## config.mk

```make
export PLATFORM = sky130hd
export DESIGN_NAME = tbst_core
export DESIGN_NICKNAME = d
export VERILOG_FILES = /design/src/include/tbst_pkg.sv /design/src/core/tbst_core.sv
export SDC_FILE = /design/constraint.sdc
export NUM_CORES = 1
export LEC_CHECK = 0
export BUFFER_PORTS_ARGS = -buffer_cell sky130_fd_sc_hd__buf_4
export CORE_AREA = 3 3 110 133
export CTS_CLUSTER_DIAMETER = 150
export DETAILED_ROUTE_END_ITERATION = 16
export DIE_AREA = 0 0 113 136
export HOLD_SLACK_MARGIN = 0.03
export PLACE_DENSITY = 0.81
export SYNTH_ARGS = -nofsm -noshare
export SYNTH_HDL_FRONTEND = slang
export SYNTH_SLANG_ARGS = --single-unit
```

## constraint.sdc

```tcl
create_clock -name clk_i -period 4.39 [get_ports clk_i]
set_input_delay 0.2195 -clock clk_i [delete_from_list [all_inputs] [get_ports clk_i]]
set_output_delay 0.2195 -clock clk_i [all_outputs]
set_load 0.05 [all_outputs]
```

## src/include/tbst_pkg.sv

```systemverilog
// Package of offsets, fields, reset values and types for the trace buffer status block
package tbst_pkg;
    // Register byte offsets
    localparam logic [11:0] TBST_OFS_STATUS = 12'h00C;
    localparam logic [11:0] TBST_OFS_TRGCNT = 12'h01C;
    localparam int TBST_ADDR_W = 12;
    localparam int TBST_DATA_W = 32;

    // Status field positions
    localparam int TBST_BIT_FULL = 0;
    localparam int TBST_BIT_TRIGGERED = 1;
    localparam int TBST_BIT_IDLE = 2;
    localparam int TBST_BIT_DRAINED = 3;
    localparam int TBST_BIT_EMPTY = 4;

    // Operating mode encodings
    localparam logic [1:0] TBST_MODE_CIRCULAR = 2'h0;
    localparam logic [1:0] TBST_MODE_SWFIFO1 = 2'h1;

    // Reset values
    localparam logic TBST_RST_IDLE = 1'h1;
    localparam logic TBST_RST_EMPTY = 1'h0;
    localparam logic TBST_RST_FULL = 1'h0;
    localparam logic TBST_RST_DISABLED = 1'h1;
    localparam logic [31:0] TBST_RST_TRGCNT = 32'h0000_0000;

    // Register port answer latency in clock cycles
    localparam int TBST_ACK_CYCLES = 1;

    typedef enum logic [1:0] {
        TBST_TRG_IDLE,
        TBST_TRG_COUNT,
        TBST_TRG_DONE
    } tbst_trg_t;

    typedef struct packed {
        logic empty;
        logic drained;
        logic idle;
        logic trig;
        logic full;
        logic dis_q;
        tbst_trg_t tstate;
        logic [31:0] trg_cnt;
        logic [31:0] down;
        logic tevent;
        logic ack;
        logic [31:0] rdata;
    } tbst_state_t;
endpackage
```

## src/core/tbst_core.sv

```systemverilog
// Status flags and post-trigger word counter of a trace capture router
`timescale 1ns/1ps
module tbst_core
    import tbst_pkg::*;
#(
    parameter bit FORMATTER_PRESENT = 1'b1
) (
    // Clock and reset
    input wire logic clk_i,
    input wire logic rst_b_i,
    // Register port
    input wire logic reg_req_i,
    input wire logic reg_wr_i,
    input wire logic [TBST_ADDR_W-1:0] reg_addr_i,
    input wire logic [TBST_DATA_W-1:0] reg_wdata_i,
    output logic reg_ack_o,
    output logic [TBST_DATA_W-1:0] reg_rdata_o,
    // Capture control and state
    input wire logic capture_enable_i,
    input wire logic [1:0] mode_i,
    input wire logic scatter_i,
    input wire logic disabled_i,
    input wire logic stopped_i,
    input wire logic pipes_drained_i,
    input wire logic mem_busy_i,
    input wire logic memory_error_flag_i,
    // Buffer status
    input wire logic mem_no_data_i,
    input wire logic mem_full_i,
    input wire logic wp_wrap_i,
    input wire logic [31:0] fill_level_i,
    input wire logic [31:0] buffer_size_words_i,
    input wire logic [31:0] buffer_watermark_i,
    // Trigger
    input wire logic trigger_detected_i,
    input wire logic word_captured_i,
    output logic trigger_event_o,
    // Status flags
    output logic capture_idle_flag_o,
    output logic formatter_drained_flag_o,
    output logic buffer_empty_flag_o,
    output logic triggered_flag_o,
    output logic buffer_full_flag_o
);

    // Fill level at or above size minus watermark; watermark past size counts as full
    function automatic logic level_full(input logic [31:0] lvl, input logic [31:0] sz,
                                        input logic [31:0] wm);
        logic [32:0] room;
        room = {1'b0, sz} - {1'b0, wm};
        level_full = room[32] | ({1'b0, lvl} >= room);
    endfunction

    tbst_state_t st_r;
    tbst_state_t st_nxt;

    logic circ;
    logic capturing;
    logic leaving_dis;
    logic sts_wr;
    logic trg_wr;
    logic err_stop;
    logic idle_cond;
    logic drained_cond;
    logic fifo_full;

    // All inputs come from logic on this clock, so none is synchronised
    assign circ = (mode_i == TBST_MODE_CIRCULAR);
    assign capturing = capture_enable_i & ~disabled_i & ~stopped_i;
    assign leaving_dis = st_r.dis_q & ~disabled_i;
    assign sts_wr = reg_req_i & reg_wr_i & (reg_addr_i == TBST_OFS_STATUS);
    assign trg_wr = reg_req_i & reg_wr_i & (reg_addr_i == TBST_OFS_TRGCNT);
    // A memory error halts the formatter, which then counts as stopped
    assign err_stop = FORMATTER_PRESENT & memory_error_flag_i;
    assign idle_cond = (stopped_i | disabled_i | err_stop) & pipes_drained_i & ~mem_busy_i;
    // Memory traffic is left out on purpose so buffer drains do not disturb it
    assign drained_cond = (stopped_i | disabled_i | err_stop) & pipes_drained_i;
    // Scatter reports the true memory state; a late table read may stall silently
    assign fifo_full = scatter_i ? mem_full_i
        : level_full(fill_level_i, buffer_size_words_i, buffer_watermark_i);

    always_comb begin
        st_nxt = st_r;
        st_nxt.dis_q = disabled_i;
        st_nxt.idle = idle_cond;
        st_nxt.drained = drained_cond;
        st_nxt.tevent = 1'b0;

        // Empty tracks live outside Disabled and freezes inside it
        if (!disabled_i) begin
            st_nxt.empty = capture_enable_i & mem_no_data_i;
        end

        // Full: software may load it while Disabled or in circular mode; hardware wins in the same cycle
        if (sts_wr) begin
            st_nxt.full = reg_wdata_i[TBST_BIT_FULL];
        end
        if (!disabled_i) begin
            if (circ) begin
                if (wp_wrap_i) begin
                    st_nxt.full = 1'b1;
                end
            end else begin
                st_nxt.full = fifo_full;
            end
        end

        if (trg_wr) begin
            st_nxt.trg_cnt = reg_wdata_i;
        end

        // Post-trigger word countdown
        case (st_r.tstate)
            TBST_TRG_IDLE: begin
                if (trigger_detected_i && circ && capturing) begin
                    if (st_r.trg_cnt == 32'h0000_0000) begin
                        st_nxt.tevent = 1'b1;
                        st_nxt.tstate = TBST_TRG_DONE;
                    end else begin
                        st_nxt.down = st_r.trg_cnt;
                        st_nxt.tstate = TBST_TRG_COUNT;
                    end
                end
            end
            TBST_TRG_COUNT: begin
                if (!capturing) begin
                    st_nxt.tstate = TBST_TRG_IDLE;
                end else if (word_captured_i) begin
                    st_nxt.down = st_r.down - 32'h0000_0001;
                    if (st_r.down == 32'h0000_0001) begin
                        st_nxt.tevent = 1'b1;
                        st_nxt.tstate = TBST_TRG_DONE;
                    end
                end
            end
            TBST_TRG_DONE: begin
                // One trigger per session; rearmed when Disabled is entered
                if (disabled_i) begin
                    st_nxt.tstate = TBST_TRG_IDLE;
                end
            end
            default: begin
                st_nxt.tstate = TBST_TRG_IDLE;
            end
        endcase

        // Triggered: clear on exit from Disabled takes priority over a new event
        if (leaving_dis) begin
            st_nxt.trig = 1'b0;
        end else if (st_nxt.tevent && circ && capturing) begin
            st_nxt.trig = 1'b1;
        end

        // Register read path; unmapped offsets read as zero
        st_nxt.ack = reg_req_i;
        st_nxt.rdata = 32'h0000_0000;
        if (reg_req_i && !reg_wr_i) begin
            if (reg_addr_i == TBST_OFS_STATUS) begin
                st_nxt.rdata[TBST_BIT_EMPTY] = st_r.empty;
                st_nxt.rdata[TBST_BIT_DRAINED] = st_r.drained;
                st_nxt.rdata[TBST_BIT_IDLE] = st_r.idle;
                st_nxt.rdata[TBST_BIT_TRIGGERED] = st_r.trig & circ;
                st_nxt.rdata[TBST_BIT_FULL] = st_r.full;
            end else if (reg_addr_i == TBST_OFS_TRGCNT) begin
                st_nxt.rdata = st_r.trg_cnt;
            end
        end
    end

    always_ff @(posedge clk_i or negedge rst_b_i) begin
        if (!rst_b_i) begin
            st_r <= '0;
            st_r.idle <= TBST_RST_IDLE;
            st_r.empty <= TBST_RST_EMPTY;
            st_r.full <= TBST_RST_FULL;
            st_r.dis_q <= TBST_RST_DISABLED;
            st_r.tstate <= TBST_TRG_IDLE;
            st_r.trg_cnt <= TBST_RST_TRGCNT;
        end else begin
            st_r <= st_nxt;
        end
    end

    assign reg_ack_o = st_r.ack;
    assign reg_rdata_o = st_r.rdata;
    assign trigger_event_o = st_r.tevent;
    // Software must poll idle, not empty, to know internal data has reached memory
    assign capture_idle_flag_o = st_r.idle;
    assign formatter_drained_flag_o = st_r.drained;
    assign buffer_empty_flag_o = st_r.empty;
    assign triggered_flag_o = st_r.trig & circ;
    assign buffer_full_flag_o = st_r.full;

    a_empty_live_track: assert property (@(posedge clk_i) disable iff (!rst_b_i)
        !disabled_i |=> buffer_empty_flag_o == $past(capture_enable_i & mem_no_data_i))
        else $error("empty flag does not track buffer");

    a_empty_disabled_hold: assert property (@(posedge clk_i) disable iff (!rst_b_i)
        disabled_i |=> $stable(buffer_empty_flag_o))
        else $error("empty flag changed while disabled");

    a_drained_follows_stop: assert property (@(posedge clk_i) disable iff (!rst_b_i)
        ((stopped_i | disabled_i) & pipes_drained_i) |=> formatter_drained_flag_o)
        else $error("drained flag missing after stop");

    a_idle_needs_quiet: assert property (@(posedge clk_i) disable iff (!rst_b_i)
        (mem_busy_i | !pipes_drained_i) |=> !capture_idle_flag_o)
        else $error("idle flag set while busy");

    a_idle_after_error: assert property (@(posedge clk_i) disable iff (!rst_b_i)
        (FORMATTER_PRESENT & memory_error_flag_i & pipes_drained_i & !mem_busy_i)
        |=> capture_idle_flag_o)
        else $error("idle flag missing after memory error stop");

    a_trig_exit_clear: assert property (@(posedge clk_i) disable iff (!rst_b_i)
        (st_r.dis_q && !disabled_i) |=> !st_r.trig)
        else $error("triggered not cleared on leaving disabled");

    a_trig_mode_zero: assert property (@(posedge clk_i) disable iff (!rst_b_i)
        (mode_i != TBST_MODE_CIRCULAR) |-> !triggered_flag_o)
        else $error("triggered visible outside circular mode");

    a_trig_set_event: assert property (@(posedge clk_i) disable iff (!rst_b_i)
        (trigger_event_o && circ && $past(circ && capturing && !leaving_dis))
        |-> triggered_flag_o)
        else $error("triggered not set on trigger event");

    // Triggered can only move on leaving Disabled or on an event while capturing
    a_trig_hold_dis: assert property (@(posedge clk_i) disable iff (!rst_b_i)
        disabled_i |=> st_r.trig == $past(st_r.trig))
        else $error("triggered changed while disabled");

    a_full_wrap_set: assert property (@(posedge clk_i) disable iff (!rst_b_i)
        (circ && !disabled_i && wp_wrap_i) |=> buffer_full_flag_o)
        else $error("full not set on pointer wrap");

    a_full_fifo_level: assert property (@(posedge clk_i) disable iff (!rst_b_i)
        (!circ && !disabled_i && !scatter_i)
        |=> buffer_full_flag_o == $past(level_full(fill_level_i, buffer_size_words_i,
                                                   buffer_watermark_i)))
        else $error("full does not follow fill level");

    a_full_disabled_hold: assert property (@(posedge clk_i) disable iff (!rst_b_i)
        (disabled_i && !sts_wr) |=> $stable(buffer_full_flag_o))
        else $error("full changed while disabled");

    a_trg_zero_event: assert property (@(posedge clk_i) disable iff (!rst_b_i)
        (st_r.tstate == TBST_TRG_COUNT && capturing && word_captured_i
         && st_r.down == 32'h0000_0001) |=> trigger_event_o ##1 !trigger_event_o)
        else $error("trigger event not one pulse at count end");

    // A zero count declares the event on the very next cycle
    a_event_zero_count: assert property (@(posedge clk_i) disable iff (!rst_b_i)
        (st_r.tstate == TBST_TRG_IDLE && trigger_detected_i && circ && capturing
         && st_r.trg_cnt == 32'h0000_0000) |=> trigger_event_o)
        else $error("no event for zero trigger count");

    a_trg_count_step: assert property (@(posedge clk_i) disable iff (!rst_b_i)
        (st_r.tstate == TBST_TRG_COUNT && capturing && word_captured_i)
        |=> st_r.down == $past(st_r.down) - 32'h0000_0001)
        else $error("countdown did not step on captured word");

    // Stopping capture mid-count must not leave a stale countdown armed
    a_abort_on_stop: assert property (@(posedge clk_i) disable iff (!rst_b_i)
        (st_r.tstate == TBST_TRG_COUNT && !capturing) |=> st_r.tstate == TBST_TRG_IDLE)
        else $error("countdown not aborted on stop");

    a_event_one_pulse: assert property (@(posedge clk_i) disable iff (!rst_b_i)
        trigger_event_o |=> !trigger_event_o)
        else $error("trigger event longer than one cycle");

    a_trg_write_load: assert property (@(posedge clk_i) disable iff (!rst_b_i)
        trg_wr |=> st_r.trg_cnt == $past(reg_wdata_i))
        else $error("trigger count write not loaded");

    a_trg_read_back: assert property (@(posedge clk_i) disable iff (!rst_b_i)
        (reg_req_i && !reg_wr_i && reg_addr_i == TBST_OFS_TRGCNT)
        |=> reg_rdata_o == $past(st_r.trg_cnt))
        else $error("trigger count read back wrong");

    // Every request is answered exactly one cycle later, mapped or not
    a_ack_after_req: assert property (@(posedge clk_i) disable iff (!rst_b_i)
        reg_req_i |=> reg_ack_o)
        else $error("request not answered");

    a_ack_no_req: assert property (@(posedge clk_i) disable iff (!rst_b_i)
        !reg_req_i |=> !reg_ack_o)
        else $error("answer without request");

    a_sts_top_zero: assert property (@(posedge clk_i) disable iff (!rst_b_i)
        (reg_req_i && !reg_wr_i && reg_addr_i == TBST_OFS_STATUS)
        |=> reg_rdata_o[TBST_DATA_W-1:TBST_BIT_EMPTY+1] == '0)
        else $error("status upper bits not zero");

    // Unmapped offsets must read zero so software never sees stale data
    a_unmapped_zero: assert property (@(posedge clk_i) disable iff (!rst_b_i)
        (reg_req_i && !reg_wr_i && reg_addr_i != TBST_OFS_STATUS
         && reg_addr_i != TBST_OFS_TRGCNT) |=> reg_rdata_o == '0)
        else $error("unmapped offset read not zero");

    a_write_data_zero: assert property (@(posedge clk_i) disable iff (!rst_b_i)
        (reg_req_i && reg_wr_i) |=> reg_rdata_o == '0)
        else $error("write answer carries data");

    a_empty_needs_enable: assert property (@(posedge clk_i) disable iff (!rst_b_i)
        (!disabled_i && !capture_enable_i) |=> !buffer_empty_flag_o)
        else $error("empty set with capture disabled");

    a_drained_needs_drain: assert property (@(posedge clk_i) disable iff (!rst_b_i)
        !pipes_drained_i |=> !formatter_drained_flag_o)
        else $error("drained set with pipelines busy");

    // Memory traffic alone decides between drained and idle once stopped
    a_idle_stop_quiet: assert property (@(posedge clk_i) disable iff (!rst_b_i)
        ((stopped_i | disabled_i) & pipes_drained_i & !mem_busy_i) |=> capture_idle_flag_o)
        else $error("idle missing when stopped and quiet");

    a_full_scatter_true: assert property (@(posedge clk_i) disable iff (!rst_b_i)
        (!circ && !disabled_i && scatter_i) |=> buffer_full_flag_o == $past(mem_full_i))
        else $error("scatter full does not follow memory");

    // Software restore of the flag while parked must land exactly as written
    a_full_write_load: assert property (@(posedge clk_i) disable iff (!rst_b_i)
        (disabled_i && sts_wr) |=> buffer_full_flag_o == $past(reg_wdata_i[TBST_BIT_FULL]))
        else $error("full write not loaded while disabled");

endmodule

```

==> results of run 1 <==
-- worst paths after layout --
| check | from | to | slack, ns |
|---|---|---|---|
| max reg2reg | st_r[98] | st_r[59] | 1.33 |
| min | reg_wdata_i[29] | st_r[95] | 0.10 |
| min in group asynchronous | rst_b_i | st_r[42] | 0.49 |
| max | buffer_size_words_i[0] | buffer_full_flag_o | 0.71 |
| min reg2reg | st_r[61] | st_r[61] | 0.52 |
| max in group asynchronous | rst_b_i | st_r[89] | 2.88 |
-- per-stage QoR --
stage,instances,hold slack [ns],cell area (sq um),worst slack [ns],util
after global placement,1105,0.341,8700,0.471,0.651
after CTS,1124,0.0938,9010,0.733,0.674
after global routing,1124,0.0970,9010,0.385,0.674
final,1124,0.103,9010,0.708,0.674
after floorplan,791,-0.0761,7300,0.864,-
after detailed placement,1105,0.341,8700,0.392,0.651
-- sequential cells by signal, indices dropped and copies added, names as in the netlist --
signal and cells:
st_r 68, reg_rdata_o 32, buffer_empty_flag_o 1, buffer_full_flag_o 1, capture_idle_flag_o 1, formatter_drained_flag_o 1, reg_ack_o 1, trigger_event_o 1
-- kinds of logic (layout without fill, tap and decap cells) --
group	after synthesis	in the layout
xor+xnor	28	28
fa+ha+maj	67	67
simple gates	259	259
buf+inv	103	268
flops	106	106
mux	38	38
compound gates	190	190
-- power breakdown --
| part | total [W] | switching, W | internal (W) | leakage (nW) |
|---|---|---|---|---|
| logic | 0.000585 | 0.000301 | 0.000283 | 3.10 |
| clock network | 0.000736 | 0.000354 | 0.000382 | 0.120 |
| registers | 0.000989 | 0.00000556 | 0.000983 | 1.46 |
-- what timing repair did --
action | 4_1_cts | 5_1_grt
hold endpoints to repair | 62 | 0
setup endpoints to repair | 0 | 0
hold buffers | 4 | 0
-- layer usage --
layer	vias to the layer above	GRT usage
met5	-	0
met4	0	0.0715
met3	27	0.0410
met2	252	0.466
met1	3101	0.297
li1	3163	-
-- area by class of cell --
type | count | area share
clock inverters | 6 | 0.00486
inverters | 49 | 0.0204
flip-flops and latches | 106 | 0.295
multi-input cells | 582 | 0.460
clock buffers | 9 | 0.0250
repair buffers | 204 | 0.171
well taps | 168 | 0.0233
-- cells in the final DEF (no fill, tap or decap), drive strengths merged, types with 9 or more instances in the layout --
cell type  netlist  routed
a21oi           47      47
nor2b           11      11
nor3            28      28
ha              66      66
nor4            20      20
and2            29      29
nor2            47      47
a221o           18      18
xnor2           13      13
nand3           13      13
inv             49      50
xor2            15      15
o21ai           56      56
a21o            21      21
buf             32     200
nand2b           9       9
dfrtp          104     104
clkbuf          22       9
nand2           57      57
and3             9       9
mux2            32      32
nand4           15      15
-- worst register-to-register path, stage by stage, from the launching register on --
cell and delay, ns:
dfrtp_1 0.45, nor2b_1 0.19, and3_1 0.26, and2_1 0.64
o22a_1 0.82, o21ai_0 0.25, a221o_1 0.34
==> results.sh, run 1 <==
export IMPL_yosysTopAreaCell="dfrtp_1"
export IMPL_cp_end_kind="register"
export IMPL_synth_area_top_cells="dfrtp_1, ha_1, mux2_2"
export IMPL_startpoint_type="input port"
export IMPL_insertion_delay_ns=0.35
export IMPL_status="finished clean"
export IMPL_synth_compound_area_frac=0.174
export IMPL_cap_viol_max_count=0
export IMPL_syn_inst=791
export IMPL_max_stage_delay_ns=0.39
export IMPL_top_layer="met4"
export IMPL_synth_fa_ha_area_frac=0.116
export IMPL_ys_seq_area_frac=0.364
export IMPL_crit_chain="buf_4 > inv_1 > ha_1 > inv_1 > fa_1 > a21oi_1 > o211ai_1 > o221ai_2 > a2111oi_4 > nor3_1 > o21ai_0 > a21oi_1 > xor2_1 > ha_1 > a21oi_1 > o21ai_0 > a41oi_1 > o21ai_0 > o41a_1"
export IMPL_synthToLayoutAreaGrowth_pct=23.4
export IMPL_path_clk_slew_ns=0.07
export IMPL_synth_mux_area_frac=0.0576
export IMPL_portBuffers=196
export IMPL_fmax_mhz=272
export IMPL_synth_top_area_frac=0.357
export IMPL_rsz0062_at_grt="no"
export IMPL_n_antenna_cell=0
export IMPL_die_y_um=136
export IMPL_drt_vias_per_instance=5.82
export IMPL_leakage_nw=4.68
export IMPL_post_cts_buffers=0
export IMPL_fin_nets=1177
export IMPL_initial_core_util=0.547
export IMPL_dieArea_sq_mm=0.0154
export IMPL_place_congestion=0.945
export IMPL_setup_viol=0
export IMPL_drtIter0Drc=422
export IMPL_grt_max_degree=63
export IMPL_wl_met1_um=7520
export IMPL_yosysWarnings=0
export IMPL_critical_path_class="in -> reg"
export IMPL_fp_dieW_um=113
export IMPL_antenna_found_initial=0
export IMPL_cts_sinks=106
export IMPL_num_fill_cells=1096
export IMPL_cp_max_fo=4
export IMPL_max_slew_margin=0.316
export IMPL_powerDensity_mw_per_mm2=256
export IMPL_ys_seq_elements=106
export IMPL_drc=0
export IMPL_wl_met3_um=1350
export IMPL_crit_slowest_cell="fa_1"
export IMPL_tightestPinTransition_ns=1.02
export IMPL_fin_crit_sh=0.839
export IMPL_dp_hpwl_um=15400
export IMPL_cp_data_required_time_ns=4.62
export IMPL_synthesis_area_sq_mm=0.00730
export IMPL_ff2ff_path_depth=6
export IMPL_cts_buffers_inserted=9
export IMPL_drtAntennaViolNets=0
export IMPL_io_pins=197
export IMPL_synth_cell_types=60
export IMPL_wl_um=19300
export IMPL_tns_ns=0
export IMPL_ys_top_cells_by_count="dfrtp_1, ha_1, nand2_1"
export IMPL_via_count=6543
export IMPL_wire_per_inst_um=17.2
export IMPL_skew_ns=0.00584
export IMPL_ff_latch_area_sq_mm=0.00266
export IMPL_drt_pass1_iter_count=5
export IMPL_dr_wl_met2_um=10100
export IMPL_whs_path_depth=2
export IMPL_synth_xor_area_frac=0.0336
export IMPL_synth_top_family_by_area="simple AND/OR/NAND/NOR gates"
export IMPL_cts_buffer_depth=2
export IMPL_synth_nets=1016
export IMPL_post_synth_top_count_cell="dfrtp_1"
export IMPL_grt_pass1_vias=6498
export IMPL_max_vdd_ir_drop_v=0.000312
export IMPL_cts_root_buf="clkbuf_16"
export IMPL_drive_above_1_share=0.273
export IMPL_maxSlewViolCount=0
export IMPL_hold_class="in -> reg"
export IMPL_power_total_w=0.00231
export IMPL_synth_top_flop_cell="dfrtp_1"
export IMPL_cts_tree="done"
export IMPL_grt_usage=0.251
export IMPL_multi_input_area_sq_mm=0.00415
export IMPL_cp_num_buf_inv=3
export IMPL_yosys_area_share_simple=0.186
export IMPL_synth_edf_count=0
export IMPL_finalHoldViolations=0
export IMPL_core_sq_mm=0.0134
export IMPL_min_period_ns=3.68
export IMPL_crit_cells=19
export IMPL_cts_resized=0
export IMPL_async_flop_share=1.00
export IMPL_arrival_ns=3.91
export IMPL_synth_avg_cell_area_sq_um=9.23
export IMPL_h_tree_depth=3
export IMPL_rows=46
export IMPL_gr_total_overflow=0
export IMPL_grt_pass1_wl_um=31300
export IMPL_cp_top_family="compound AO/OA/AOI/OAI gates"
Power figures use the tool's default switching activity.
==> run 2, diff against run 1 <==
Settings changed: CORE_AREA 3 3 110 133 to 3 3 111 134, DIE_AREA 0 0 113 136 to 0 0 114 137, PLACE_DENSITY 0.81 to 0.8.
Clock period 4.39 ns to 3.8 ns, I/O delays scaled along.
==> run 2 against run 1 <==
Combinational power grew 21%. Register-to-register slack got worse by 0.30 ns. Flip-flop and latch count did not move. Die area grew 1.6%. Final cell count is 2.0% higher. Sequential share of layout area down 0.76 points. Non-clock buffer count grew 20. Worst hold slack got worse by 0.032 ns. Global-route usage is essentially flat. Critical path depth fell by 3. Critical path type unchanged.
==> results.sh, run 2 (synthesized netlist as in run 1, its figures left out) <==
export IMPL_status="finished clean"
export IMPL_grt_pass1_vias=6496
export IMPL_arrival_ns=3.81
export IMPL_final_instance_count_excl_fill=1147
export IMPL_crit_top_cell="o21ai_0"
export IMPL_cp_data_required_time_ns=4.03
export IMPL_p_int_w=0.00214
export IMPL_largest_register="st_r"
export IMPL_critical_path_class="in -> reg"
export IMPL_h_tree_depth=3
export IMPL_seq_power_share=0.394
export IMPL_layout_common_cells="buf_4, dfrtp_1, ha_1"
export IMPL_placed_cells=1128
export IMPL_rsz0062_at_grt="no"
export IMPL_dp_hpwl_um=15900
export IMPL_n_antenna_cell=0
export IMPL_cts_tree="done"
export IMPL_largest_register_ffs=68
export IMPL_num_fill_cells=1133
export IMPL_die_y_um=137
export IMPL_cts_root_buf="clkbuf_16"
export IMPL_drt_vias_per_instance=5.77
export IMPL_tns_ns=0
export IMPL_cp_num_buf_inv=1
export IMPL_insertion_delay_ns=0.35
export IMPL_dieArea_sq_mm=0.0156
export IMPL_fmax_mhz=279
export IMPL_tightestPinTransition_ns=0.714
export IMPL_swShare=0.263
export IMPL_wl_um=19900
export IMPL_max_slew_margin=0.524
export IMPL_power_frac_comb=0.244
export IMPL_grt_usage=0.251
export IMPL_max_stage_delay_ns=0.44
export IMPL_initial_core_util=0.530
export IMPL_crit_slowest_cell="o21ai_0"
export IMPL_max_vdd_ir_drop_v=0.000401
export IMPL_cts_sinks=106
export IMPL_fin_area_sq_mm=0.00924
export IMPL_fin_crit_sh=0.943
export IMPL_io_pins=197
export IMPL_cp_max_fo=5
export IMPL_finalHoldViolations=0
export IMPL_crit_chain="buf_4 > ha_1 > a21o_1 > a21oi_1 > o21ai_0 > a41oi_1 > nand3_1 > o21ai_0 > o21ai_0 > xnor2_1 > ha_1 > nor4_1 > o21ai_0 > a41oi_1 > o21ai_0 > o41a_1"
export IMPL_skew_ns=0.00830
export IMPL_power_share_clock=0.362
export IMPL_cts_buffer_depth=2
export IMPL_powerDensity_mw_per_mm2=315
export IMPL_wl_met1_um=7840
export IMPL_place_congestion=0.934
export IMPL_final_common_cell="buf_4"
export IMPL_wire_per_inst_um=17.3
export IMPL_setup_viol=0
export IMPL_fp_dieW_um=114
export IMPL_power_total_w=0.00291
export IMPL_drive_above_1_share=0.290
export IMPL_hold_class="in -> reg"
export IMPL_dr_wl_met2_um=10200
export IMPL_maxSlewViolCount=0
export IMPL_via_count=6623
export IMPL_cts_buffers_inserted=9
export IMPL_core_sq_mm=0.0138
export IMPL_top_layer="met4"
export IMPL_startpoint_type="input port"
export IMPL_wl_met3_um=1330
export IMPL_drc=0
export IMPL_drtIter0Drc=360
export IMPL_cap_viol_max_count=0
export IMPL_leakage_nw=4.83
export IMPL_drt_pass1_iter_count=7
export IMPL_path_clk_slew_ns=0.07
export IMPL_drtAntennaViolNets=0
export IMPL_antenna_found_initial=0
export IMPL_cp_end_kind="register"
export IMPL_grt_max_degree=44
export IMPL_grt_pass1_wl_um=31300
export IMPL_fin_nets=1197
export IMPL_place_area_sq_mm=0.00885
export IMPL_min_period_ns=3.58
export IMPL_cp_top_family="compound AO/OA/AOI/OAI gates"
export IMPL_gr_total_overflow=0
export IMPL_p_switching_w=0.000764
export IMPL_rows=47
export IMPL_portBuffers=196
export IMPL_synthToLayoutAreaGrowth_pct=26.6
-- run 2: worst paths after layout --
check                                             start                  to  slack (ns)  depth (start not counted)
worst min-delay path                    reg_wdata_i[17]            st_r[83]        0.07                          2
worst min register to register                st_r[100]           st_r[102]        0.54                          1
min in group asynchronous                       rst_b_i            st_r[68]        0.36                          2
worst max-delay path            buffer_size_words_i[10]  buffer_full_flag_o        0.22                         16
worst max register to register                 st_r[98]            st_r[38]        1.03                          7
max in group asynchronous                       rst_b_i           st_r[100]        2.51                          3
-- run 2: cell type report --
class | instances | area, sq um | share of cell area
inverter | 49 | 184 | 0.0199
timing repair buffer | 224 | 1690 | 0.183
tap | 171 | 214 | 0.0231
multi-input combinational | 582 | 4160 | 0.450
sequential | 106 | 2660 | 0.287
clock buffer | 10 | 239 | 0.0259
clock inverter | 5 | 103 | 0.0111
-- run 2: stage by stage --
step,utilization,setup slack (ns),hold slack (ns)
finish,0.672,0.217,0.0706
CTS,0.671,0.177,0.0667
global route,0.672,0.00780,0.0721
detailed placement,0.643,-0.157,0.197
global placement,0.643,-0.0917,0.188
floorplan,-,0.304,-0.106
-- run 2: timing repair --
action	4_1_cts	5_1_grt
setup buffers	0	0
endpoints found under the setup margin	0	1
resized for setup	0	3
hold endpoints to repair	42	0
hold buffers	4	0
-- run 2: per-layer routing --
metal,global-route usage,vias to the layer above
li1,-,3207
met1,0.299,3130
met2,0.451,247
met3,0.0487,39
met4,0.0865,0
met5,0,-
-- run 2: power by group through the flow --
stage / Sequential, W / Clock (W) / Combinational, W
after floorplan: 0.00118 / 0 / 0.000387
after global placement: 0.00117 / 0 / 0.000686
after detailed placement: 0.00117 / 0 / 0.000698
after CTS: 0.00114 / 0.00107 / 0.000706
after global routing: 0.00114 / 0.00111 / 0.000793
final: 0.00114 / 0.00105 / 0.000710
